===== src/rtl/poll_timer_pkg.sv =====
// package: register map, field layouts, reset values and timing constants
// assumes: shared by the poll timer top, the prescaler and the scheduler
package poll_timer_pkg;
  // byte addresses: printed offsets are not all multiples of four, so addr = 4*index
  localparam logic [7:0] idx_pin_function = 8'h03;
  localparam logic [7:0] idx_poll_control = 8'h07;
  localparam logic [7:0] idx_ref_timer = 8'h08;
  localparam logic [7:0] idx_off_low = 8'h09;
  localparam logic [7:0] idx_off_high = 8'h0a;
  localparam logic [7:0] idx_active = 8'h0b;
  localparam logic [7:0] idx_idle = 8'h0c;
  localparam logic [7:0] idx_on_time = 8'h0d;
  localparam logic [7:0] idx_status = 8'h0e;
  localparam int addr_lsb = 2;
  // reset values
  localparam logic [7:0] rst_pin_function = 8'h00;
  localparam logic [7:0] rst_poll_control = 8'h00;
  localparam logic [7:0] rst_ref_timer = 8'h01;
  localparam logic [7:0] rst_off_low = 8'h01;
  localparam logic [7:0] rst_off_high = 8'h00;
  localparam logic [7:0] rst_active = 8'h01;
  localparam logic [7:0] rst_idle = 8'h01;
  localparam logic [7:0] rst_on_time = 8'h01;
  // field layouts
  localparam int pin_select_bit = 0;
  localparam int active_idle_bit = 2;
  localparam int off_low_width = 8;
  localparam int off_high_width = 6;
  localparam int off_width = 14;
  localparam int active_width = 5;
  localparam int idle_width = 8;
  // timing: one prescaler tick every 64 system clocks, ref setting zero means 256
  localparam int prescale_cycles = 64;
  localparam int ref_width = 8;
  localparam int period_cnt_width = 9;
  localparam logic [8:0] count_zero_max = 9'h100;
  // scheduler states
  typedef enum logic [2:0] {
    st_on = 3'b001,
    st_off = 3'b010,
    st_idle = 3'b100
  } poll_state_t;
endpackage


===== src/rtl/ref_timer_tick.sv =====
// ref_timer_tick: divides the system clock into one reference-timer period pulse
// assumes: setting is held stable by software; changes take effect at next wrap
`timescale 1ns/100ps
`default_nettype none
module ref_timer_tick (
  input wire logic hclk,
  input wire logic hresetn,
  input wire logic [poll_timer_pkg::ref_width-1:0] reference_timer_setting,
  output logic tick
);
  import poll_timer_pkg::*;
  typedef struct packed {
    logic [5:0] pre;
    logic [ref_width-1:0] ref_cnt;
    logic tick;
  } tick_state_t;
  tick_state_t s, next_s;
  logic pre_wrap;
  logic [ref_width-1:0] ref_last;
  // 64-cycle prescaler then a count of setting prescaler ticks (zero counts 256)
  always_comb begin
    next_s = s;
    next_s.tick = 1'b0;
    pre_wrap = (s.pre == 6'(prescale_cycles - 1));
    ref_last = reference_timer_setting - 8'h01; // setting 0 wraps to 255 = 256 ticks
    next_s.pre = pre_wrap ? 6'h00 : s.pre + 6'h01;
    if (pre_wrap) begin
      if (s.ref_cnt >= ref_last) begin
        next_s.ref_cnt = 8'h00;
        next_s.tick = 1'b1;
      end else begin
        next_s.ref_cnt = s.ref_cnt + 8'h01;
      end
    end
  end
  // register the state
  always_ff @(posedge hclk or negedge hresetn) begin
    if (!hresetn) begin
      s <= '0;
    end else begin
      s <= next_s;
    end
  end
  assign tick = s.tick;
endmodule
`default_nettype wire


===== src/rtl/poll_scheduler.sv =====
// poll_scheduler: on/off phases of a master period and active/idle period gating
// assumes: tick is one-cycle wide, one per reference-timer period
`timescale 1ns/100ps
`default_nettype none
module poll_scheduler (
  input wire logic hclk,
  input wire logic hresetn,
  input wire logic tick,
  input wire logic [poll_timer_pkg::off_width-1:0] off_time_count,
  input wire logic [poll_timer_pkg::ref_width-1:0] on_time_count,
  input wire logic [poll_timer_pkg::active_width-1:0] active_period_count,
  input wire logic [poll_timer_pkg::idle_width-1:0] idle_period_count,
  input wire logic active_idle_enable,
  output logic receiver_active,
  output logic in_idle
);
  import poll_timer_pkg::*;
  typedef struct packed {
    poll_state_t st;
    logic [off_width:0] phase_cnt;
    logic [period_cnt_width-1:0] period_cnt;
  } sched_state_t;
  sched_state_t s, next_s;
  logic [off_width:0] off_len;
  logic [off_width:0] on_len;
  logic [off_width:0] phase_len;
  logic [period_cnt_width-1:0] active_len;
  logic [period_cnt_width-1:0] idle_len;
  logic phase_end;
  // phase lengths; zero fields select their maximum
  always_comb begin
    off_len = (off_time_count == '0) ? 15'h4000 : {1'b0, off_time_count};
    on_len = (on_time_count == '0) ? 15'h0100 : {7'h00, on_time_count};
    active_len = (active_period_count == '0) ? count_zero_max : {4'h0, active_period_count};
    idle_len = (idle_period_count == '0) ? count_zero_max : {1'b0, idle_period_count};
    // an idle master period keeps the receiver off for a whole on plus off length
    phase_len = (s.st == st_on) ? on_len : off_len;
    if (s.st == st_idle) begin
      phase_len = (off_width+1)'(off_len + on_len);
    end
  end
  // master period: on phase then off phase; idle periods skip the on phase
  always_comb begin
    next_s = s;
    phase_end = 1'b0;
    if (tick) begin
      if (s.phase_cnt + 15'h0001 >= phase_len) begin
        phase_end = 1'b1;
        next_s.phase_cnt = '0;
      end else begin
        next_s.phase_cnt = s.phase_cnt + 15'h0001;
      end
    end
    case (s.st)
      st_on: begin
        if (phase_end) begin
          next_s.st = st_off;
        end
      end
      st_off, st_idle: begin
        // end of a master period: choose whether the next one polls
        if (phase_end) begin
          if (!active_idle_enable) begin
            next_s.st = st_on;
            next_s.period_cnt = '0;
          end else if (s.st == st_off) begin
            if (s.period_cnt + 9'h001 >= active_len) begin
              next_s.st = st_idle;
              next_s.period_cnt = '0;
            end else begin
              next_s.st = st_on;
              next_s.period_cnt = s.period_cnt + 9'h001;
            end
          end else begin
            if (s.period_cnt + 9'h001 >= idle_len) begin
              next_s.st = st_on;
              next_s.period_cnt = '0;
            end else begin
              next_s.period_cnt = s.period_cnt + 9'h001;
            end
          end
        end
      end
      default: begin
        next_s.st = st_on;
      end
    endcase
  end
  // register the state
  always_ff @(posedge hclk or negedge hresetn) begin
    if (!hresetn) begin
      s <= '{st: st_on, phase_cnt: '0, period_cnt: '0};
    end else begin
      s <= next_s;
    end
  end
  assign receiver_active = (s.st == st_on);
  assign in_idle = (s.st == st_idle);
endmodule
`default_nettype wire


===== src/rtl/self_polling_period_timer.sv =====
// self_polling_period_timer: register file over AHB-Lite, polling schedule and pin mux
// assumes: single-word AHB-Lite transfers; rx_data_in is already on hclk
`timescale 1ns/100ps
`default_nettype none
// Operation
// - Off-time bits 7:0 come from bits 7:0 of the low off-time register.
// - Off-time bits 13:8 come from bits 5:0 of the high off-time register.
// - The off phase lasts the count times one reference-timer period.
// - An off-time count of zero gives 16384 reference-timer periods.
// - Active-period values 1 to 31 give that many polling master periods.
// - An active-period value of zero gives 256 master periods.
// - Idle-period value n gives n idle master periods.
// - An idle-period value of zero gives 256 idle master periods.
// - The receiver-active pin is high while the receiver is active.
// - Pin select 0 puts receiver-active on the pin, 1 puts received data on it.
// - The reference period is 64 clocks times the setting, zero meaning 256.
// - Active/idle counts apply only with active-idle enable set, else every period polls.
module self_polling_period_timer (
  input wire logic hclk,
  input wire logic hresetn,
  input wire logic hsel,
  input wire logic [31:0] haddr,
  input wire logic [1:0] htrans,
  input wire logic hwrite,
  input wire logic [2:0] hsize,
  input wire logic [31:0] hwdata,
  input wire logic hready,
  output logic [31:0] hrdata,
  output logic hreadyout,
  output logic hresp,
  input wire logic rx_data_in,
  output logic rx_run_pin
);
  import poll_timer_pkg::*;
  typedef struct packed {
    logic wr_pend;
    logic [7:0] wr_idx;
    logic [31:0] rdata;
    logic [7:0] pin_function;
    logic [7:0] poll_control;
    logic [7:0] ref_timer;
    logic [7:0] off_low;
    logic [7:0] off_high;
    logic [7:0] active;
    logic [7:0] idle;
    logic [7:0] on_time;
    logic pin_out;
  } top_state_t;
  top_state_t s, next_s;
  logic tick;
  logic receiver_active;
  logic in_idle;
  logic take;
  logic [7:0] a_idx;
  logic [off_width-1:0] off_time_count;
  // ==========================================================
  // prescaler and scheduler
  ref_timer_tick u_tick (
    .hclk(hclk),
    .hresetn(hresetn),
    .reference_timer_setting(s.ref_timer),
    .tick(tick)
  );
  assign off_time_count = {s.off_high[off_high_width-1:0], s.off_low[off_low_width-1:0]};
  poll_scheduler u_sched (
    .hclk(hclk),
    .hresetn(hresetn),
    .tick(tick),
    .off_time_count(off_time_count),
    .on_time_count(s.on_time),
    .active_period_count(s.active[active_width-1:0]),
    .idle_period_count(s.idle[idle_width-1:0]),
    .active_idle_enable(s.poll_control[active_idle_bit]),
    .receiver_active(receiver_active),
    .in_idle(in_idle)
  );
  // ==========================================================
  // bus slave: address phase captured, write data stored in the data phase
  always_comb begin
    next_s = s;
    take = hsel && hready && htrans[1];
    a_idx = haddr[addr_lsb+7:addr_lsb];
    if (s.wr_pend) begin
      if (s.wr_idx == idx_pin_function) begin
        next_s.pin_function = hwdata[7:0];
      end else if (s.wr_idx == idx_poll_control) begin
        next_s.poll_control = hwdata[7:0];
      end else if (s.wr_idx == idx_ref_timer) begin
        next_s.ref_timer = hwdata[7:0];
      end else if (s.wr_idx == idx_off_low) begin
        next_s.off_low = hwdata[7:0];
      end else if (s.wr_idx == idx_off_high) begin
        next_s.off_high = hwdata[7:0];
      end else if (s.wr_idx == idx_active) begin
        next_s.active = hwdata[7:0];
      end else if (s.wr_idx == idx_idle) begin
        next_s.idle = hwdata[7:0];
      end else if (s.wr_idx == idx_on_time) begin
        next_s.on_time = hwdata[7:0];
      end
    end
    next_s.wr_pend = take && hwrite && (haddr[31:addr_lsb+8] == '0); // unmapped writes dropped
    next_s.wr_idx = a_idx;
    // reads: only readable registers answer, others and unmapped read zero
    if (take && !hwrite) begin
      if (haddr[31:addr_lsb+8] != '0) begin
        next_s.rdata = '0;
      end else if (a_idx == idx_pin_function) begin
        next_s.rdata = {24'h000000, s.pin_function};
      end else if (a_idx == idx_status) begin
        next_s.rdata = {29'h00000000, in_idle, receiver_active, rx_data_in};
      end else begin
        next_s.rdata = '0;
      end
    end
    // output pin function select
    next_s.pin_out = s.pin_function[pin_select_bit] ? rx_data_in : receiver_active;
  end
  // register the state
  always_ff @(posedge hclk or negedge hresetn) begin
    if (!hresetn) begin
      s <= '{wr_pend: 1'b0, wr_idx: 8'h00, rdata: 32'h00000000,
             pin_function: rst_pin_function, poll_control: rst_poll_control,
             ref_timer: rst_ref_timer, off_low: rst_off_low, off_high: rst_off_high,
             active: rst_active, idle: rst_idle, on_time: rst_on_time, pin_out: 1'b0};
    end else begin
      s <= next_s;
    end
  end
  assign hrdata = s.rdata;
  assign hreadyout = 1'b1;
  assign hresp = 1'b0;
  assign rx_run_pin = s.pin_out;
endmodule
`default_nettype wire


===== config.mk =====
export PLATFORM = sky130hd
export DESIGN_NAME = self_polling_period_timer
export DESIGN_NICKNAME = d
export VERILOG_FILES = /design/src/rtl/poll_timer_pkg.sv /design/src/rtl/ref_timer_tick.sv /design/src/rtl/poll_scheduler.sv /design/src/rtl/self_polling_period_timer.sv
export SDC_FILE = /design/constraint.sdc
export NUM_CORES = 1
export LEC_CHECK = 0
export ABC_CLOCK_PERIOD_IN_PS = 10100
export BUFFER_PORTS_ARGS = -buffer_cell sky130_fd_sc_hd__buf_2
export CORE_ASPECT_RATIO = 0.8
export CORE_MARGIN = 2
export CORE_UTILIZATION = 55
export CTS_CLUSTER_SIZE = 20
export DETAILED_ROUTE_END_ITERATION = 10
export MAX_ROUTING_LAYER = met4
export PLACE_DENSITY_LB_ADDON = 0.08
export REMOVE_ABC_BUFFERS = 1
export SYNTH_ARGS = -nofsm -noshare
export SYNTH_HDL_FRONTEND = slang
export SYNTH_SLANG_ARGS = --single-unit

===== constraint.sdc =====
create_clock -name hclk -period 10.1 [get_ports hclk]
set_input_delay 1.01 -clock hclk [delete_from_list [all_inputs] [get_ports hclk]]
set_output_delay 1.01 -clock hclk [all_outputs]
set_load 0.005 [all_outputs]

After elaboration in Yosys (flattened, before gate mapping)
Index checks and enable logic that the tools add are counted. Widths: inputs -> output; s select.

$add $sub $neg: 6. $lt $le $gt $ge: 4. Equality and inequality tests: 17. Mux-type cells: 28. Bitwise logic cells: 7. Reduce and logical (&&, ||, !) cells: 23.

Operators by type and width (number): $mux 9 (7); $mux 15 (4); $eq 8x4->1 const B (7); $mux 8 (3); $logic_not 22->1 (1); $reduce_bool 22->1 (1); $mux 3 (7); $ge 9x9->1 (2); $eq 8x2->1 const B (2); $logic_not 8->1 (2); $add 15x1->15 const B (1); $add 15x15->15 (1); $ge 15x15->1 (1); $logic_not 14->1 (1); $add 9x1->9 const B (1); $reduce_and 9->1 (1); $add 8x1->8 const B (1); $eq 8x3->1 const B (1); $ge 8x8->1 (1); $reduce_and 8->1 (1); $sub 8x1->8 const B (1); $not 1->1 (7); $reduce_and 7->1 (1); $add 6x1->6 const B (1); 18 further kinds (29).

Bits in registers: 138. Input bits: 75. Output and inout bits: 35. Logic and storage cells: 103.

Depth between registers and ports, before layout
Depth in word-level cells: 9. Gate-level depth with buffers: 20. Depth with buffers taken out: 18.

By module
From an unflattened synthesis, not the netlist that was laid out.

Cell total of the unflattened synthesis: 726. Area total of the unflattened synthesis: 7160.6 µm².

By module, submodules not included: poll_scheduler (times used 1, cells each 409, area an instance 3146.8 µm², seq. area each 676.9 µm²); self_polling_period_timer (times used 1, cells each 209, area an instance 3001.6 µm², seq. area each 1757.9 µm²); ref_timer_tick (times used 1, cells each 108, area an instance 1012.2 µm², seq. area each 375.4 µm²).

Worst setup path before layout
OpenSTA, ideal clock, no wires.

Path kind: register to register. Start: register s[4] (netlist bit). End: register u_sched.s[15] (netlist bit). Library setup time: 83 ps. Data arrival time: 3699 ps. Required time: 10017 ps. Setup slack: 6319 ps. Stages on the path, launching flop included: 18. Buffers on the path: 2. Clock period less this slack: 3781 ps. Path through: dfrtp_1 > clkbuf_1 > ha_1 > and2_1 > a311o_1 > a21oi_2 > a211oi_1 > a211o_1 > nand4_1 > mux2_1 > ha_1 > and4_1 > a21oi_1 > o21ai_1 > nor2_1 > clkbuf_1 > nand2_1 > o21ai_0.

Longest elaborated chain between the ends: 6. Elaborated cells between the ends (all ways): 7. Classes of those cells: add/sub: 1; order compare: 1; mux: 4; reduce/logical: 1.

Ends and longest elaborated chain: start, declared (line self_polling_period_timer.sv:49) `top_state_t s, next_s;`; start signal, assigned (line self_polling_period_timer.sv:122) `s <= '{wr_pend: 1'b0, wr_idx: 8'h00, rdata: 32'h00000000,`; start signal, assigned (line self_polling_period_timer.sv:127) `s <= next_s;`; $logic_not 8->1 (line poll_scheduler.sv:33) `on_len = (on_time_count == '0) ? 15'h0100 : {7'h00, on_time_count};`; $mux 9 * (line poll_scheduler.sv:33); $add 15x15->15 or $mux 15 (tied branches) (line poll_scheduler.sv:39, poll_scheduler.sv:37); $mux 15 * (line poll_scheduler.sv:38) `if (s.st == st_idle) begin`; $ge 15x15->1 * (line poll_scheduler.sv:47) `if (s.phase_cnt + 15'h0001 >= phase_len) begin`; $mux 15 * (line poll_scheduler.sv:47); end signal, assigned (line poll_scheduler.sv:92) `s <= '{st: st_on, phase_cnt: '0, period_cnt: '0};`; end signal, assigned (line poll_scheduler.sv:94) `s <= next_s;`; end, declared (line poll_scheduler.sv:23) `sched_state_t s, next_s;`.

Every way passes the cells marked *; elsewhere a longest branch is shown, timed or not. A chain may end at the register's enable or synchronous reset.

Worst setup path after layout
Start: register s (netlist bit off_time_count[0]). End: register u_sched.s[18] (netlist bit).

Longest elaborated chain between the ends: 6. Elaborated cells between the ends (all ways): 7. Classes of those cells: add/sub: 1; order compare: 1; mux: 4; reduce/logical: 1.

Ends and longest elaborated chain: $logic_not 14->1 (line poll_scheduler.sv:32) `off_len = (off_time_count == '0) ? 15'h4000 : {1'b0, off_time_count};`; $mux 15 * (line poll_scheduler.sv:32); $add 15x15->15 or $mux 15 (tied branches) (line poll_scheduler.sv:39, poll_scheduler.sv:37); $mux 15 * (line poll_scheduler.sv:38); $ge 15x15->1 * (line poll_scheduler.sv:47); $mux 15 * (line poll_scheduler.sv:47).

Marks and branches as above.

==> reports/qor.csv <==
metric,value,unit
Synth area leader,dfrtp_1,
Max Slew Vio Count,0,
vias in the first global route,4973,
Gate Count Post-Synth,711,
"Buf+Inv Stages, Crit Path",1,
Rel. slew slack,32.5,%
total of max-cap violations,0,
CP Depth,18,
detailed-route via count,5128,
DP HPWL,10800,um
sw frac,24.2,%
commonest register cell after synthesis,dfrtp_1,
post-CTS sizing,0,
Synth Area in XOR/XNOR,4.82,%
Die X-Extent,129,um
Fin. Hold Viols,0,
Synth Area in Compound Gates,13.2,%
RSZ-0062 raised after global routing,no,
Worst setup endpoint,u_sched.s[18],
Port Buffers,53,
"Seq/Total Area, Yosys",40.7,%
PnR Total Power,0.000868,W
"delay-heaviest family, CP",compound AO/OA/AOI/OAI gates,
combinational share of power,5.4,%
r2r setup slk,5.59,ns
Post-synth ARST share,100,%
total track usage,23.1,%
Initial Util,56.5,%
"EDFF count, synth",0,
largest net degree at the start of global routing,84,
CTS buffer count,9,
Overflow after GRT,0,
first-pass GRT wire length,24300,um
layout cells sized above 1,18.4,%
clock latency at the later pin of the worst-skew pair,0.36,ns
P_sw,0.000210,W
"most used cell, CP",a21oi_1,
Setup crit start,off_time_count[0],
post-synthesis mux area share,7.93,%
fin crit share,44.7,%
startpoint types,register,
Slowest cell on crit path,nor2_1,
Syn-to-layout area delta,7.24,%
Clock Tree Root,clkbuf_16,
status,"finished, final reports clean",
largest cells by area after synthesis,"dfrtp_1 (38%), ha_1 (9.2%), mux2_2 (7.0%)",
"most common cell after layout, fill and taps aside",dfrtp_1,
R2R Path End,u_sched.s[18],
multi-input logic area,3700,um2
"Avg Cell Area, Syn",9.70,um2
Ys Warns,0,
Final #Nets,862,
die footprint,13500,um2
CP required,10.38,ns
worst r2r src,off_time_count[0],
sequential share of power,53.3,%
Power Dens Cells,117,nW/um2
Clock power frac,41.3,%
drt pass-1 iters,5,
max incr delay on CP,0.74,ns
fillers,1022,
postcts setup bufs,0,
CTS sink cnt,112,
row count,36,
main combinational cell family by area after synthesis,simple AND/OR/NAND/NOR gates,
Routed WL,14500,um
P_int,0.000658,W
antenna violations before repair,0,
post-route ant nets,0,
Synth top area share,38.4,%
Hold Crit Class,register to register,
Die H,104,um
CP Capture Type,register,
worst hold slack,0.486,ns
Peak VDD IR,0.112,mV
count of different cell masters after synthesis,61,
# IOs,110,
Max Clk Rate,222,MHz
Finished Core Util,60.6,%
Worst R2R Path Depth,18,
Slew @ Worst Pin,1.01,ns
cell area after synthesis,6900,um2
"critical path fanouts, max",14,
most frequent cells in the layout,"dfrtp_1 (106), nand2_1 (78), buf_2 (52)",
Max Clock Skew,0.00803,ns
DRC Markers,0,
Synth Area in Adders,9.54,%
Max Root-Sink Buffers,2,
htree depth,3,
critical path cell sequence,"ha_1, inv_1, fa_1, nor2b_1, o31a_1, o31a_1, o21ai_1, nand2_1, o2111ai_1, mux2_2, ha_1, a21oi_1, o21ai_0, a21oi_1, o21ai_1, nor2_1, a21oi_1, a31oi_1",
n_diodes,0,
setup TNS,0,ns
Placer Congestion,0.845,
fin crit period,4.51,ns
FF/Latch Area,2810,um2
CTS tree,built,
Routed wire per std cell,16.0,um
crit path kind,register to register,
synthesis-stage register bit count,112,
simple-gate share of the synthesized area,16.7,%
drt first-iter violations,255,
crit path DAT,4.79,ns
Post-CTS Hold Fix Bufs,0,
core area,12200,um2
clock-pin slew on the worst setup and hold paths,0.08,ns
DR vias/cell,5.63,
"Setup violations, final",0,
Lkg Pwr,3.50,nW
-- worst reg2reg max path, cell delays in order, from the launching register on --
cell and delay [ns]:
dfstp_2 0.57, ha_1 0.17, inv_1 0.06, fa_1 0.40
nor2b_1 0.18, o31a_1 0.21, o31a_1 0.19, o21ai_1 0.11
nand2_1 0.09, o2111ai_1 0.12, mux2_2 0.33, ha_1 0.31
a21oi_1 0.12, o21ai_0 0.09, a21oi_1 0.21, o21ai_1 0.20
nor2_1 0.74, a21oi_1 0.17, a31oi_1 0.18
-- power by group through the flow --
stage               registers (W)  logic [W]  clock network (W)
CTS                      0.000463  0.0000474           0.000364
detailed placement       0.000471  0.0000470                  0
global placement         0.000471  0.0000456                  0
global route             0.000464  0.0000532           0.000383
floorplan                0.000469  0.0000210                  0
finish                   0.000463  0.0000467           0.000359
-- per-layer routing --
metal  track usage, %  up-vias  share of wire [%]  wire, um
li1                 -     2513                  -         -
met1             32.4     2468                 48      7030
met2             35.0      134                 46      6690
met3             4.42       13                4.7       686
met4             5.12        0               0.87       126
met5                -        -                  0         0
-- Yosys cell counts, drive strengths merged, types with 5 or more instances --
| cell | number |
|---|---|
| a21oi | 33 |
| dfstp | 6 |
| inv | 26 |
| xnor2 | 22 |
| clkbuf | 26 |
| nor2b | 9 |
| and4 | 5 |
| a21o | 5 |
| o21ai | 49 |
| nand4 | 8 |
| buf | 40 |
| o21a | 5 |
| nor2 | 36 |
| and3 | 11 |
| nor3 | 14 |
| nor4 | 15 |
| ha | 51 |
| nand3 | 22 |
| mux2 | 45 |
| dfrtp | 106 |
| a22o | 19 |
| nand2b | 8 |
| nand2 | 78 |
| xor2 | 16 |
| o31ai | 5 |
-- stage by stage --
stage | setup slack, ns | std cells | instance area [um2]
finish | 5.59 | 911 | 7400
global route | 5.19 | 911 | 7400
CTS | 5.60 | 911 | 7400
detailed placement | 5.64 | 895 | 7100
global placement | 5.76 | 895 | 7100
floorplan | 6.28 | 669 | 6600
-- sequential cells by signal, summed over array words and instances (netlist names) --
register,count
hrdata,8
off_time_count,14
rx_run_pin,1
s,47
u_sched.s,27
u_tick.s,14
u_tick.tick,1
-- final cells by class --
class                      instances  share of cell area, %
clock inverter                     5                  0.609
clock buffer                      11                   3.42
sequential                       112                   38.0
inverter                          26                   1.32
tap                              171                   2.89
multi-input combinational        531                   50.0
timing repair buffer              55                   3.82
-- kinds of logic (layout without fill, tap and decap cells) --
logic type | Yosys count | after routing
simple gates | 224 | 224
compound gates | 142 | 142
flops | 112 | 112
buf+inv | 92 | 97
fa+ha+maj | 52 | 52
mux | 49 | 49
xor+xnor | 38 | 38
other cells | 2 | 26
-- how the worst min path moves through the flow --
stage                             from             to  slack, ns  depth (start not counted)
final                     u_tick.s[14]   u_tick.s[14]       0.49                          1
after CTS                 u_tick.s[14]   u_tick.s[14]       0.49                          1
after global placement    u_tick.s[14]   u_tick.s[14]       0.46                          1
after detailed placement  u_tick.s[14]   u_tick.s[14]       0.48                          1
after global routing      u_tick.s[14]   u_tick.s[14]       0.52                          1
after floorplan                  s[51]  u_sched.s[24]       0.44                          1
Note: power is estimated with default switching activity, not from simulation.
